==> src/sbt_defines.vh <==
// Constants for the scan bus transceiver block.
// Assumes inclusion by bare name from the design file.
`ifndef SBT_DEFINES_VH
`define SBT_DEFINES_VH
`define SBT_SEC 2
`define SBT_SW 9
`define SBT_W 18
`define SBT_PW 36
`define SBT_BSR_W 52
`define SBT_CTL_LSB 36
`define SBT_EN_LSB 48
`define SBT_IR_W 8
`define SBT_BCR_W 3
`define SBT_ID_W 32
`define SBT_IR_CAPT 8'h81
`define SBT_OP_EXTEST 8'h00
`define SBT_OP_SAMPLE 8'h82
`define SBT_OP_IDCODE 8'h99
`define SBT_OP_HIGHZ 8'h06
`define SBT_OP_CLAMP 8'h87
`define SBT_OP_RUNT 8'h09
`define SBT_OP_SCANBCR 8'h0F
`define SBT_OP_BYPASS 8'hFF
`define SBT_DR_BSR 2'h0
`define SBT_DR_BCR 2'h1
`define SBT_DR_BYP 2'h2
`define SBT_DR_ID 2'h3
`define SBT_BCR_PSA 3'h0
`define SBT_BCR_OUTPUT_PATTERN_GENERATOR 3'h1
`define SBT_BCR_RST 3'h0
`define SBT_LFSR_TAPS 36'h800000C00
// Arbitrary identification value.
`define SBT_ID_CODE 32'h00001001
`define SBT_AW 4
`define SBT_DW 32
`define SBT_ADR_CTRL 4'h0
`define SBT_ADR_STAT 4'h4
`define SBT_ADR_DLO 4'h8
`define SBT_ADR_DHI 4'hC
`define SBT_CTRL_SNAP 0
`define SBT_CTRL_AUTO 1
`define SBT_FIFO_DEPTH 16
`define SBT_FIFO_AW 4
`endif

==> src/sbt_top.v <==
// Scan-testable 18-bit registered bus transceiver with a snapshot FIFO.
// Assumes all pins are synchronous to clock and sampled far faster than TCK.
`timescale 1ns/1ps
`default_nettype none
`include "sbt_defines.vh"

module sbt_fifo #(
	parameter WIDTH = 36,
	parameter DEPTH = 16,
	parameter AW = 4
) (
	input wire clock,
	input wire rst_n,
	input wire in_valid,
	output wire in_ready,
	input wire [WIDTH-1:0] in_data,
	output wire out_valid,
	input wire out_ready,
	output wire [WIDTH-1:0] out_data,
	output wire [AW:0] count
);
	reg [WIDTH-1:0] mem [0:DEPTH-1];
	reg [AW-1:0] wp;
	reg [AW-1:0] rp;
	reg [AW:0] cnt;
	wire push;
	wire pop;
	assign in_ready = (cnt != DEPTH[AW:0]);
	assign out_valid = (cnt != {(AW+1){1'b0}});
	assign push = in_valid & in_ready;
	assign pop = out_valid & out_ready;
	assign out_data = mem[rp];
	assign count = cnt;
	always @(posedge clock) begin
		if (push) begin
			mem[wp] <= in_data;
		end
	end
	always @(posedge clock or negedge rst_n) begin
		if (!rst_n) begin
			wp <= {AW{1'b0}};
			rp <= {AW{1'b0}};
			cnt <= {(AW+1){1'b0}};
		end else begin
			if (push) begin
				wp <= wp + 1'b1;
			end
			if (pop) begin
				rp <= rp + 1'b1;
			end
			if (push & ~pop) begin
				cnt <= cnt + 1'b1;
			end else if (pop & ~push) begin
				cnt <= cnt - 1'b1;
			end
		end
	end
endmodule

module sbt_top (
	input wire clock,
	input wire rst_n,
	input wire [`SBT_SEC-1:0] output_enable_n,
	input wire [`SBT_SEC-1:0] transfer_way,
	input wire [`SBT_SEC-1:0] a_to_b_capture_clock,
	input wire [`SBT_SEC-1:0] b_to_a_capture_clock,
	input wire [`SBT_SEC-1:0] b_side_source_select,
	input wire [`SBT_SEC-1:0] a_side_source_select,
	input wire [`SBT_W-1:0] a_in,
	output reg [`SBT_W-1:0] a_out,
	output reg [`SBT_W-1:0] a_oe,
	input wire [`SBT_W-1:0] b_in,
	output reg [`SBT_W-1:0] b_out,
	output reg [`SBT_W-1:0] b_oe,
	input wire tck,
	input wire tms,
	input wire tdi,
	output reg tdo,
	output reg tdo_oe,
	input wire [`SBT_AW-1:0] reg_addr,
	input wire [`SBT_DW-1:0] reg_wdata,
	input wire reg_write,
	input wire reg_read,
	output reg [`SBT_DW-1:0] reg_rdata
);
	localparam [3:0] ST_TLR = 4'h0;
	localparam [3:0] ST_RTI = 4'h1;
	localparam [3:0] ST_SDS = 4'h2;
	localparam [3:0] ST_CDR = 4'h3;
	localparam [3:0] ST_SDR = 4'h4;
	localparam [3:0] ST_E1D = 4'h5;
	localparam [3:0] ST_PDR = 4'h6;
	localparam [3:0] ST_E2D = 4'h7;
	localparam [3:0] ST_UDR = 4'h8;
	localparam [3:0] ST_SIS = 4'h9;
	localparam [3:0] ST_CIR = 4'hA;
	localparam [3:0] ST_SIR = 4'hB;
	localparam [3:0] ST_E1I = 4'hC;
	localparam [3:0] ST_PIR = 4'hD;
	localparam [3:0] ST_E2I = 4'hE;
	localparam [3:0] ST_UIR = 4'hF;

	function [1:0] dr_sel;
		input [`SBT_IR_W-1:0] op;
		begin
			case (op)
				`SBT_OP_EXTEST, `SBT_OP_SAMPLE, `SBT_OP_RUNT: dr_sel = `SBT_DR_BSR;
				`SBT_OP_SCANBCR: dr_sel = `SBT_DR_BCR;
				`SBT_OP_IDCODE: dr_sel = `SBT_DR_ID;
				default: dr_sel = `SBT_DR_BYP;
			endcase
		end
	endfunction

	function [`SBT_PW-1:0] lfsr;
		input [`SBT_PW-1:0] v;
		begin
			lfsr = {v[`SBT_PW-2:0], 1'b0} ^ (v[`SBT_PW-1] ? `SBT_LFSR_TAPS : {`SBT_PW{1'b0}});
		end
	endfunction

	reg tck_q;
	reg [3:0] tap;
	reg [3:0] next_tap;
	reg [`SBT_IR_W-1:0] ir;
	reg [`SBT_IR_W-1:0] ir_sh;
	reg [`SBT_BSR_W-1:0] bsr;
	reg [`SBT_BSR_W-1:0] upd;
	reg [`SBT_BCR_W-1:0] bcr;
	reg [`SBT_BCR_W-1:0] bcr_sh;
	reg byp;
	reg [`SBT_ID_W-1:0] id_sh;
	reg [`SBT_W-1:0] a_store;
	reg [`SBT_W-1:0] b_store;
	reg [`SBT_SEC-1:0] ab_q;
	reg [`SBT_SEC-1:0] ba_q;
	reg snap_pend;
	reg [`SBT_PW-1:0] snap_word;
	reg auto_snap;
	wire tck_rise;
	wire tck_fall;
	wire [1:0] sel;
	wire test_mode;
	wire [`SBT_SEC*6-1:0] ctl_pins;
	wire [`SBT_W-1:0] norm_a;
	wire [`SBT_W-1:0] norm_b;
	wire [`SBT_W-1:0] norm_aoe;
	wire [`SBT_W-1:0] norm_boe;
	wire [`SBT_W-1:0] test_aoe;
	wire [`SBT_W-1:0] test_boe;
	wire snap_set;
	wire fifo_ready;
	wire fifo_valid;
	wire fifo_pop;
	wire [`SBT_PW-1:0] fifo_data;
	wire [`SBT_FIFO_AW:0] fifo_count;

	assign tck_rise = tck & ~tck_q;
	assign tck_fall = ~tck & tck_q;
	assign sel = dr_sel(ir);
	assign test_mode = (ir == `SBT_OP_EXTEST) | (ir == `SBT_OP_CLAMP) |
		(ir == `SBT_OP_HIGHZ) | (ir == `SBT_OP_RUNT);
	assign ctl_pins = {output_enable_n, transfer_way, a_to_b_capture_clock,
		b_to_a_capture_clock, b_side_source_select, a_side_source_select};

	genvar s;
	generate
		for (s = 0; s < `SBT_SEC; s = s + 1) begin : g_sec
			wire en;
			wire ab_rise;
			wire ba_rise;
			assign en = ~output_enable_n[s];
			assign ab_rise = a_to_b_capture_clock[s] & ~ab_q[s];
			assign ba_rise = b_to_a_capture_clock[s] & ~ba_q[s];
			assign norm_boe[s*`SBT_SW +: `SBT_SW] = {`SBT_SW{en & transfer_way[s]}};
			assign norm_aoe[s*`SBT_SW +: `SBT_SW] = {`SBT_SW{en & ~transfer_way[s]}};
			assign norm_b[s*`SBT_SW +: `SBT_SW] = b_side_source_select[s] ?
				a_store[s*`SBT_SW +: `SBT_SW] : a_in[s*`SBT_SW +: `SBT_SW];
			assign norm_a[s*`SBT_SW +: `SBT_SW] = a_side_source_select[s] ?
				b_store[s*`SBT_SW +: `SBT_SW] : b_in[s*`SBT_SW +: `SBT_SW];
			assign test_aoe[s*`SBT_SW +: `SBT_SW] = {`SBT_SW{upd[`SBT_EN_LSB+2*s]}};
			assign test_boe[s*`SBT_SW +: `SBT_SW] = {`SBT_SW{upd[`SBT_EN_LSB+2*s+1]}};
			always @(posedge clock or negedge rst_n) begin
				if (!rst_n) begin
					ab_q[s] <= 1'b0;
					ba_q[s] <= 1'b0;
					a_store[s*`SBT_SW +: `SBT_SW] <= {`SBT_SW{1'b0}};
					b_store[s*`SBT_SW +: `SBT_SW] <= {`SBT_SW{1'b0}};
				end else begin
					ab_q[s] <= a_to_b_capture_clock[s];
					ba_q[s] <= b_to_a_capture_clock[s];
					if (ab_rise & ~test_mode) begin
						a_store[s*`SBT_SW +: `SBT_SW] <= a_in[s*`SBT_SW +: `SBT_SW];
					end
					if (ba_rise & ~test_mode) begin
						b_store[s*`SBT_SW +: `SBT_SW] <= b_in[s*`SBT_SW +: `SBT_SW];
					end
				end
			end
		end
	endgenerate

	always @(posedge clock or negedge rst_n) begin
		if (!rst_n) begin
			a_out <= {`SBT_W{1'b0}};
			b_out <= {`SBT_W{1'b0}};
			a_oe <= {`SBT_W{1'b0}};
			b_oe <= {`SBT_W{1'b0}};
		end else if (!test_mode) begin
			a_out <= norm_a;
			b_out <= norm_b;
			a_oe <= norm_aoe;
			b_oe <= norm_boe;
		end else begin
			a_out <= upd[`SBT_W-1:0];
			b_out <= upd[`SBT_PW-1:`SBT_W];
			if (ir == `SBT_OP_HIGHZ) begin
				a_oe <= {`SBT_W{1'b0}};
				b_oe <= {`SBT_W{1'b0}};
			end else begin
				a_oe <= test_aoe;
				b_oe <= test_boe;
			end
		end
	end

	always @* begin
		next_tap = tap;
		case (tap)
			ST_TLR: next_tap = tms ? ST_TLR : ST_RTI;
			ST_RTI: next_tap = tms ? ST_SDS : ST_RTI;
			ST_SDS: next_tap = tms ? ST_SIS : ST_CDR;
			ST_CDR: next_tap = tms ? ST_E1D : ST_SDR;
			ST_SDR: next_tap = tms ? ST_E1D : ST_SDR;
			ST_E1D: next_tap = tms ? ST_UDR : ST_PDR;
			ST_PDR: next_tap = tms ? ST_E2D : ST_PDR;
			ST_E2D: next_tap = tms ? ST_UDR : ST_SDR;
			ST_UDR: next_tap = tms ? ST_SDS : ST_RTI;
			ST_SIS: next_tap = tms ? ST_TLR : ST_CIR;
			ST_CIR: next_tap = tms ? ST_E1I : ST_SIR;
			ST_SIR: next_tap = tms ? ST_E1I : ST_SIR;
			ST_E1I: next_tap = tms ? ST_UIR : ST_PIR;
			ST_PIR: next_tap = tms ? ST_E2I : ST_PIR;
			ST_E2I: next_tap = tms ? ST_UIR : ST_SIR;
			ST_UIR: next_tap = tms ? ST_SDS : ST_RTI;
			default: next_tap = ST_TLR;
		endcase
	end

	always @(posedge clock or negedge rst_n) begin
		if (!rst_n) begin
			tck_q <= 1'b0;
			tap <= ST_TLR;
			ir <= `SBT_OP_IDCODE;
			ir_sh <= `SBT_IR_CAPT;
			bsr <= {`SBT_BSR_W{1'b0}};
			upd <= {`SBT_BSR_W{1'b0}};
			bcr <= `SBT_BCR_RST;
			bcr_sh <= `SBT_BCR_RST;
			byp <= 1'b0;
			id_sh <= `SBT_ID_CODE;
			tdo <= 1'b0;
			tdo_oe <= 1'b0;
		end else begin
			tck_q <= tck;
			if (tck_rise) begin
				tap <= next_tap;
				case (tap)
					ST_TLR: begin
						ir <= `SBT_OP_IDCODE;
						bcr <= `SBT_BCR_RST;
					end
					ST_RTI: begin
						if (ir == `SBT_OP_RUNT && bcr == `SBT_BCR_PSA) begin
							bsr[`SBT_PW-1:0] <= lfsr(bsr[`SBT_PW-1:0]) ^ {b_in, a_in};
						end else if (ir == `SBT_OP_RUNT && bcr == `SBT_BCR_OUTPUT_PATTERN_GENERATOR) begin
							upd[`SBT_PW-1:0] <= lfsr(upd[`SBT_PW-1:0]);
						end
					end
					ST_CIR: ir_sh <= `SBT_IR_CAPT;
					ST_SIR: ir_sh <= {tdi, ir_sh[`SBT_IR_W-1:1]};
					ST_UIR: ir <= ir_sh;
					ST_CDR: begin
						case (sel)
							`SBT_DR_BSR: bsr <= {upd[`SBT_BSR_W-1:`SBT_EN_LSB], ctl_pins, b_in, a_in};
							`SBT_DR_BCR: bcr_sh <= bcr;
							`SBT_DR_BYP: byp <= 1'b0;
							default: id_sh <= `SBT_ID_CODE;
						endcase
					end
					ST_SDR: begin
						case (sel)
							`SBT_DR_BSR: bsr <= {tdi, bsr[`SBT_BSR_W-1:1]};
							`SBT_DR_BCR: bcr_sh <= {tdi, bcr_sh[`SBT_BCR_W-1:1]};
							`SBT_DR_BYP: byp <= tdi;
							default: id_sh <= {tdi, id_sh[`SBT_ID_W-1:1]};
						endcase
					end
					ST_UDR: begin
						if (sel == `SBT_DR_BSR && ir != `SBT_OP_SAMPLE) begin
							upd <= bsr;
						end else if (sel == `SBT_DR_BSR) begin
							upd <= bsr;
						end
						if (sel == `SBT_DR_BCR) begin
							bcr <= bcr_sh;
						end
					end
					default: begin
					end
				endcase
			end
			if (tck_fall) begin
				tdo_oe <= (tap == ST_SDR) | (tap == ST_SIR);
				if (tap == ST_SIR) begin
					tdo <= ir_sh[0];
				end else begin
					case (sel)
						`SBT_DR_BSR: tdo <= bsr[0];
						`SBT_DR_BCR: tdo <= bcr_sh[0];
						`SBT_DR_BYP: tdo <= byp;
						default: tdo <= id_sh[0];
					endcase
				end
			end
		end
	end

	assign snap_set = (tck_rise & (tap == ST_CDR) & (ir == `SBT_OP_SAMPLE) & auto_snap) |
		(reg_write & (reg_addr == `SBT_ADR_CTRL) & reg_wdata[`SBT_CTRL_SNAP]);
	assign fifo_pop = reg_read & (reg_addr == `SBT_ADR_DHI);

	always @(posedge clock or negedge rst_n) begin
		if (!rst_n) begin
			snap_pend <= 1'b0;
			snap_word <= {`SBT_PW{1'b0}};
			auto_snap <= 1'b0;
			reg_rdata <= {`SBT_DW{1'b0}};
		end else begin
			snap_pend <= snap_set | (snap_pend & ~fifo_ready);
			if (snap_set) begin
				snap_word <= {b_in, a_in};
			end
			if (reg_write && reg_addr == `SBT_ADR_CTRL) begin
				auto_snap <= reg_wdata[`SBT_CTRL_AUTO];
			end
			reg_rdata <= {`SBT_DW{1'b0}};
			if (reg_read) begin
				case (reg_addr)
					`SBT_ADR_CTRL: reg_rdata <= {30'h0, auto_snap, snap_pend};
					`SBT_ADR_STAT: reg_rdata <= {7'h0, fifo_count, test_mode, tap, bcr, ir, tdo_oe, tdo,
						fifo_valid, fifo_ready};
					`SBT_ADR_DLO: reg_rdata <= {14'h0, fifo_valid ? fifo_data[`SBT_W-1:0] : {`SBT_W{1'b0}}};
					`SBT_ADR_DHI: reg_rdata <= {14'h0, fifo_valid ? fifo_data[`SBT_PW-1:`SBT_W] : {`SBT_W{1'b0}}};
					default: reg_rdata <= {`SBT_DW{1'b0}};
				endcase
			end
		end
	end

	sbt_fifo #(
		.WIDTH(`SBT_PW),
		.DEPTH(`SBT_FIFO_DEPTH),
		.AW(`SBT_FIFO_AW)
	) u_fifo (
		.clock(clock),
		.rst_n(rst_n),
		.in_valid(snap_pend),
		.in_ready(fifo_ready),
		.in_data(snap_word),
		.out_valid(fifo_valid),
		.out_ready(fifo_pop),
		.out_data(fifo_data),
		.count(fifo_count)
	);
endmodule
`default_nettype wire

==> config.mk <==
export PLATFORM = sky130hd
export DESIGN_NAME = sbt_top
export DESIGN_NICKNAME = d
export VERILOG_FILES = /design/src/sbt_top.v
export VERILOG_INCLUDE_DIRS = /design/src
export SDC_FILE = /design/constraint.sdc
export NUM_CORES = 1
export LEC_CHECK = 0
export BUFFER_PORTS_ARGS = -buffer_cell sky130_fd_sc_hd__clkbuf_2
export CAP_MARGIN = 20
export CORE_UTILIZATION = 60
export DETAILED_ROUTE_END_ITERATION = 7
export GPL_TIMING_DRIVEN = 1
export HOLD_SLACK_MARGIN = 0.12
export PLACE_DENSITY = 0.76
export SYNTH_ARGS = -nofsm -noshare
export SYNTH_HDL_FRONTEND = slang
export SYNTH_SLANG_ARGS = --single-unit
==> constraint.sdc <==
create_clock -name clock -period 6.45 [get_ports clock]
set_input_delay 1.29 -clock clock [delete_from_list [all_inputs] [get_ports clock]]
set_output_delay 1.29 -clock clock [all_outputs]
set_load 0.005 [all_outputs]
==> impl_metrics.tcl, run 1 <==
set metrics [dict create \
    yosysWarnings 0 \
    post_cts_resized 0 \
    crit_path_end_kind "register" \
    worstMarginPinSlew_ns 1.17 \
    die_area_um2 61400 \
    ys_ff_latch 886 \
    cts_setup_buffers 0 \
    core-area_um2 59400 \
    drc 1 \
    grt_first_pass_wirelength_mm 132 \
    vias 20800 \
    synth_ff_type "edfxtp_1" \
    rsz0062_at_grt "no" \
    die_h_um 248 \
    cts_root_buf "clkbuf_16" \
    violations "DRC" \
    relSlewSlack_pct 22.1 \
    postRouteAntennaNets 0 \
    htree_levels 3 \
    fin_crit_sh_pct 55.8 \
    path_class "reg -> reg" \
    irDropWorstVdd_mv 0.241 \
    syn2layout_area_growth_pct 11.8 \
    postCtsHoldBufs 0 \
    grt_max_degree 126 \
    clk_latency_ns 0.63 \
    antennaDiodeCount 0 \
    drt-initial-drc-count 2131 \
    rows 89 \
    leakage_nw 15.0 \
    track_usage_pct 29.6 \
    ys_async_sr_fraction_pct 35.0 \
    register_area_um2 25100 \
    hold_path.class "reg -> reg" \
    gp_congestion 0.852 \
    wl_per_cell_um 27.5 \
    cts_tree "yes" \
    synth_area_um2 36300 \
    synth_area_leader_cell "edfxtp_1" \
    post-synth-top-count-cell "edfxtp_1" \
    setup_viol 0 \
    grt_antenna_before_repair 3 \
    synth.area.top_cells "edfxtp_1, dfrtp_1, mux4_2" \
    hold_violations 0 \
    status "complete, but fails checks" \
    tns_ns 0 \
    seq_area_frac_synth_pct 69.1 \
    via_per_inst 6.52 \
    max_freq_mhz 278 \
    ys_types 78 \
    nFillCells 3789 \
    fin_ws_ns 2.85 \
    grt_pass1_vias 21100 \
    fin_worst_skew_ns 0.0241 \
    drive_gt1_share_pct 25.1 \
    maxCapViolCount 0 \
    overflow 0 \
    required_ns 6.96 \
    p_per_area_nw_per_um2 382 \
    hpwlAfterDp_mm 50.9 \
    num-nets-final 2449 \
    synth_common_cells "edfxtp_1, dfrtp_1, nand2_1" \
    numCtsBuffers 88 \
    start_util_pct 61.1 \
    final-max-slew-violation-count 0 \
    drt_wl_total_mm 87.8 \
    port_buffers 159 \
    startpoint_type "register" \
    worstPathArrival_ns 4.11 \
    clock_sinks 886 \
    reg2reg_depth 7 \
    worstHoldPathCells 2 \
    cts_buffer_depth 3 \
    chipWidth_um 248 \
    clkTransAtPathRegs_ns 0.06 \
    num_io_pins 197 \
    multi_input_area_um2 10400 \
    synth_enable_flop_cells 576 \
    synth_cells 2225 \
    yosysTopAreaCellShare_pct 47.7 \
    critPathMaxFanout 33 \
    pre_cts_slack_ns 1.85 \
    firstDrtPassIters 8 \
    fin_crit_ns 3.60 \
    syn_area_per_cell_um2 16.3 \
]
[state kept, by name, indices dropped and copies added, names as in the netlist, 3 cells and up]
signal        cells
u_fifo.mem      576
bsr              52
upd              40
snap_word        36
id_sh            32
reg_rdata        25
a_out            18
a_store          18
b_out            18
b_store          18
ir                8
ir_sh             8
u_fifo.count      5
tap               4
u_fifo.rp         4
u_fifo.wp         4
bcr               3
bcr_sh            3
[cells in the final DEF, fill, tap and decap left out, types with 8 or more instances in the layout]
cell type	synthesis	routed
a211oi_1	17	17
a21oi_1	52	52
a221o_1	32	32
a22o_1	76	76
and2_1	8	8
buf_4	45	41
clkbuf_1	78	30
clkbuf_16	0	93
clkbuf_2	0	158
clkbuf_8	0	8
clkinv_1	0	13
clkinv_2	0	11
dfrtp_1	302	298
dfstp_2	8	8
edfxtp_1	576	576
ha_1	9	9
inv_1	13	13
mux2_1	23	23
mux2_2	94	94
mux2i_1	91	91
mux4_2	143	143
nand2_1	149	149
nand2b_1	10	10
nand3_1	19	19
nand3b_1	11	11
nor2_1	89	77
nor2_4	0	12
nor2b_1	24	23
nor3_1	21	17
nor3b_1	33	33
o21ai_0	113	113
o22ai_1	22	22
or3_1	18	18
xnor2_1	11	11
xor2_1	8	8
[power by group]
part / internal (mW) / total (mW) / switching [mW] / leakage, nW
combinational: 1.55 / 2.95 / 1.40 / 4.42
sequential: 6.66 / 7.50 / 0.836 / 9.23
clock: 2.97 / 5.05 / 2.08 / 1.40
total: 11.2 / 15.5 / 4.31 / 15.0
[path summary, 6_finish.rpt]
check                      slack, ns  startpoint        end
min in group asynchronous       0.79       rst_n    a_oe[8]
max reg2reg                     2.85      tap[2]     bsr[5]
min reg2reg                     0.48   id_sh[12]  id_sh[12]
max                             2.85      tap[2]     bsr[5]
min                             0.48   id_sh[12]  id_sh[12]
max in group asynchronous       4.15       rst_n    bsr[26]
[metrics by stage]
step	hold slack, ns	instances	power, mW	utilization, %	area (um2)
after floorplan	0.449	2231	9.62	-	36300
after CTS	0.482	3193	15.5	68.2	40500
after global routing	0.511	3195	16.1	68.3	40500
after global placement	0.462	3029	10.4	63.4	37600
final	0.480	3195	15.5	68.3	40500
after detailed placement	0.469	3029	10.5	63.4	37600
[kinds of logic after synthesis]
| group | count (synthesis) | share of synthesized area (%) |
|---|---|---|
| simple gates | 413 | 5.65 |
| flops | 886 | 69.1 |
| mux | 351 | 15.0 |
| fa+ha+maj | 10 | 0.366 |
| buf+inv | 190 | 2.61 |
| compound gates | 355 | 6.74 |
| xor+xnor | 19 | 0.459 |
| other cells | 1 | 0.0103 |
[layout make-up]
class / count / share of cell area, %
Clock inverter: 33 / 0.781
Multi-Input combinational cell: 1155 / 25.6
Inverter: 13 / 0.120
Timing Repair Buffer: 204 / 2.93
Sequential cell: 886 / 61.9
Clock buffer: 131 / 6.29
Tap cell: 773 / 2.39
[worst max-delay path, cell delays in order, from the launching register on]
cell and delay (ns):
dfrtp_1 0.82, or3b_1 0.42, a211oi_2 0.37, nand3_2 0.55, a21oi_4 0.55, buf_12 0.25, buf_4 0.17, mux2_2 0.33
[routing by layer]
metal / share of wire [%] / track usage (%) / up-vias
li1: - / - / 8831
met1: 39 / 40.0 / 10900
met2: 50 / 48.9 / 973
met3: 7.8 / 4.62 / 166
met4: 3.5 / 11.0 / 0
met5: 0 / 0 / -
Power figures use the tool's default switching activity.
==> inputs of run 2 (changes only) <==
clock period = 3.4 ns   (was 6.45 ns; I/O delays follow)
==> impl_metrics.tcl, run 2 (synthesized netlist as in run 1, its figures left out) <==
set metrics [dict create \
    p_sw_mw 8.31 \
    r2r-end "u_fifo.count[4]" \
    syn2layout_area_growth_pct 13.2 \
    most-common-layout-cells "edfxtp_1, dfrtp_1, clkbuf_2" \
    nFillCells 3714 \
    worst-path-buf-inv 2 \
    drt_wl_total_mm 88.4 \
    layout_commonest_cell "edfxtp_1" \
    core-area_um2 59400 \
    grt_first_pass_wirelength_mm 132 \
    cp_slowest_cell "or4_1" \
    leakage_nw 15.3 \
    reg2reg_depth 11 \
    maxCapViolCount 0 \
    fin_worst_skew_ns 0.0233 \
    status "complete, but fails checks" \
    fin_crit_ns 3.03 \
    gp_congestion 0.829 \
    drc 4 \
    critPathMaxFanout 6 \
    pre_cts_slack_ns 0.417 \
    cts_root_buf "clkbuf_16" \
    startpoint_type "register" \
    postRouteAntennaNets 0 \
    min_to "tck_q" \
    wl_per_cell_um 27.5 \
    switching_share_pct 28.0 \
    final-max-slew-violation-count 0 \
    setup_viol 0 \
    internal_power_mw 21.3 \
    max_freq_mhz 330 \
    crit_family "simple AND/OR/NAND/NOR gates" \
    clock_sinks 886 \
    vias 21000 \
    grt_antenna_before_repair 2 \
    rows 89 \
    post_layout_nonfiller_instances 3219 \
    top_register "u_fifo.mem" \
    finalHoldWorstSlack_ns 0.201 \
    register_area_um2 25100 \
    hp-start "tck" \
    tns_ns 0 \
    cpPeakStageDelay_ns 0.60 \
    rsz0062_at_grt "no" \
    drive_gt1_share_pct 26.6 \
    num-nets-final 2477 \
    place_inst 3060 \
    irDropWorstVdd_mv 0.483 \
    top_regs "u_fifo.mem x576, bsr x52, upd x40" \
    multi_input_area_um2 10400 \
    start_util_pct 61.1 \
    cts_buffer_depth 3 \
    worstPathArrival_ns 3.53 \
    via_per_inst 6.52 \
    clk_latency_ns 0.63 \
    htree_levels 3 \
    required_ns 3.90 \
    drt-initial-drc-count 2084 \
    grt_max_degree 98 \
    rr_startpoint "u_fifo.count[0]" \
    track_usage_pct 29.6 \
    num_io_pins 197 \
    fin_ws_ns 0.372 \
    overflow 0 \
    fin_crit_sh_pct 89.1 \
    port_buffers 159 \
    power_frac_seq_pct 47.2 \
    numCtsBuffers 86 \
    crit_path_end_kind "register" \
    largest_reg_flops 576 \
    path_class "reg -> reg" \
    violations "DRC" \
    p_clk_share_pct 32.4 \
    p_per_area_nw_per_um2 722 \
    firstDrtPassIters 7 \
    relSlewSlack_pct 34.8 \
    crit_top_cell "inv_1" \
    r2r_slack_ns 0.37 \
    worstMarginPinSlew_ns 0.971 \
    clkTransAtPathRegs_ns 0.06 \
    chipWidth_um 248 \
    worstHoldPathCells 1 \
    power_frac_comb_pct 20.4 \
    cts_tree "yes" \
    hold_violations 0 \
    hpwlAfterDp_mm 53.5 \
    die_area_um2 61400 \
    grt_pass1_vias 21000 \
    crit_chain "or4_1 > o211a_1 > inv_1 > ha_1 > inv_1 > fa_1 > a21o_1 > a21oi_1 > xnor2_1 > nor2_1 > xor2_1" \
    antennaDiodeCount 0 \
    hold_path.class "in -> reg" \
    die_h_um 248 \
]
-- run 2: cell count changes in the layout (fill, tap and decap cells not counted), moves of 2 or more --
cell	change
buf_12	+20
clkinv_4	+2
clkinv_2	+10
buf_4	+9
clkbuf_8	+4
clkbuf_1	-14
clkbuf_16	-2
nor3_4	+4
clkinv_1	-6
nor3_2	-4
-- run 2: metrics by stage --
step / utilization (%) / instance area, um2 / total power [mW]
2_1_floorplan: - / 36300 / 18.3
3_5_place_dp: 64.3 / 38200 / 20.1
4_1_cts: 69.2 / 41100 / 29.7
3_3_place_gp: 64.3 / 38200 / 19.9
5_1_grt: 69.2 / 41100 / 30.8
6_report: 69.2 / 41100 / 29.6
-- run 2: layout make-up --
cell class / instances / area share (%)
flip-flops and latches: 886 / 61.1
well taps: 773 / 2.36
repair buffers: 234 / 4.09
clock buffers: 119 / 6.09
clock inverters: 39 / 0.893
multi-input cells: 1155 / 25.4
inverters: 13 / 0.119
-- run 2: worst max-delay path by stage --
stage,from,to,depth (start not counted)
global route,u_fifo.count[0],u_fifo.count[4],11
CTS,u_fifo.count[0],u_fifo.count[4],11
finish,u_fifo.count[0],u_fifo.count[4],11
floorplan,u_fifo.count[0],u_fifo.mem[15][0],4
detailed placement,u_fifo.count[0],u_fifo.count[4],11
global placement,u_fifo.count[1],u_fifo.count[4],11
-- run 2: routing by layer --
layer | GRT usage, % | routed length, um
met5 | 0 | 0
met4 | 10.2 | 3020
met3 | 5.63 | 7620
met2 | 47.9 | 43200
met1 | 40.7 | 34500
-- run 2: repair_timing --
| action | in CTS | in global routing |
|---|---|---|
| gates resized for setup | 0 | 0 |
| buffers inserted | 0 | 0 |
| setup endpoints to repair | 0 | 0 |
| hold buffers | 1 | 0 |
| hold endpoints to repair | 39 | 0 |
-- run 2: worst reg2reg max path, cell delays in order, from the launching register on --
cell and delay [ns]:
dfrtp_1 0.46, or4_1 0.60, o211a_1 0.26, inv_1 0.12, ha_1 0.21, inv_1 0.11
fa_1 0.42, a21o_1 0.18, a21oi_1 0.19, xnor2_1 0.14, nor2_1 0.07, xor2_1 0.14
-- run 2: power by group through the flow --
stage / clock, mW / combinational, mW / sequential (mW)
5_1_grt: 10.1 / 6.59 / 14.1
3_3_place_gp: 0 / 5.81 / 14.1
2_1_floorplan: 0 / 4.82 / 13.4
6_report: 9.61 / 6.04 / 14.0
3_5_place_dp: 0 / 6.00 / 14.1
4_1_cts: 9.72 / 6.08 / 13.9
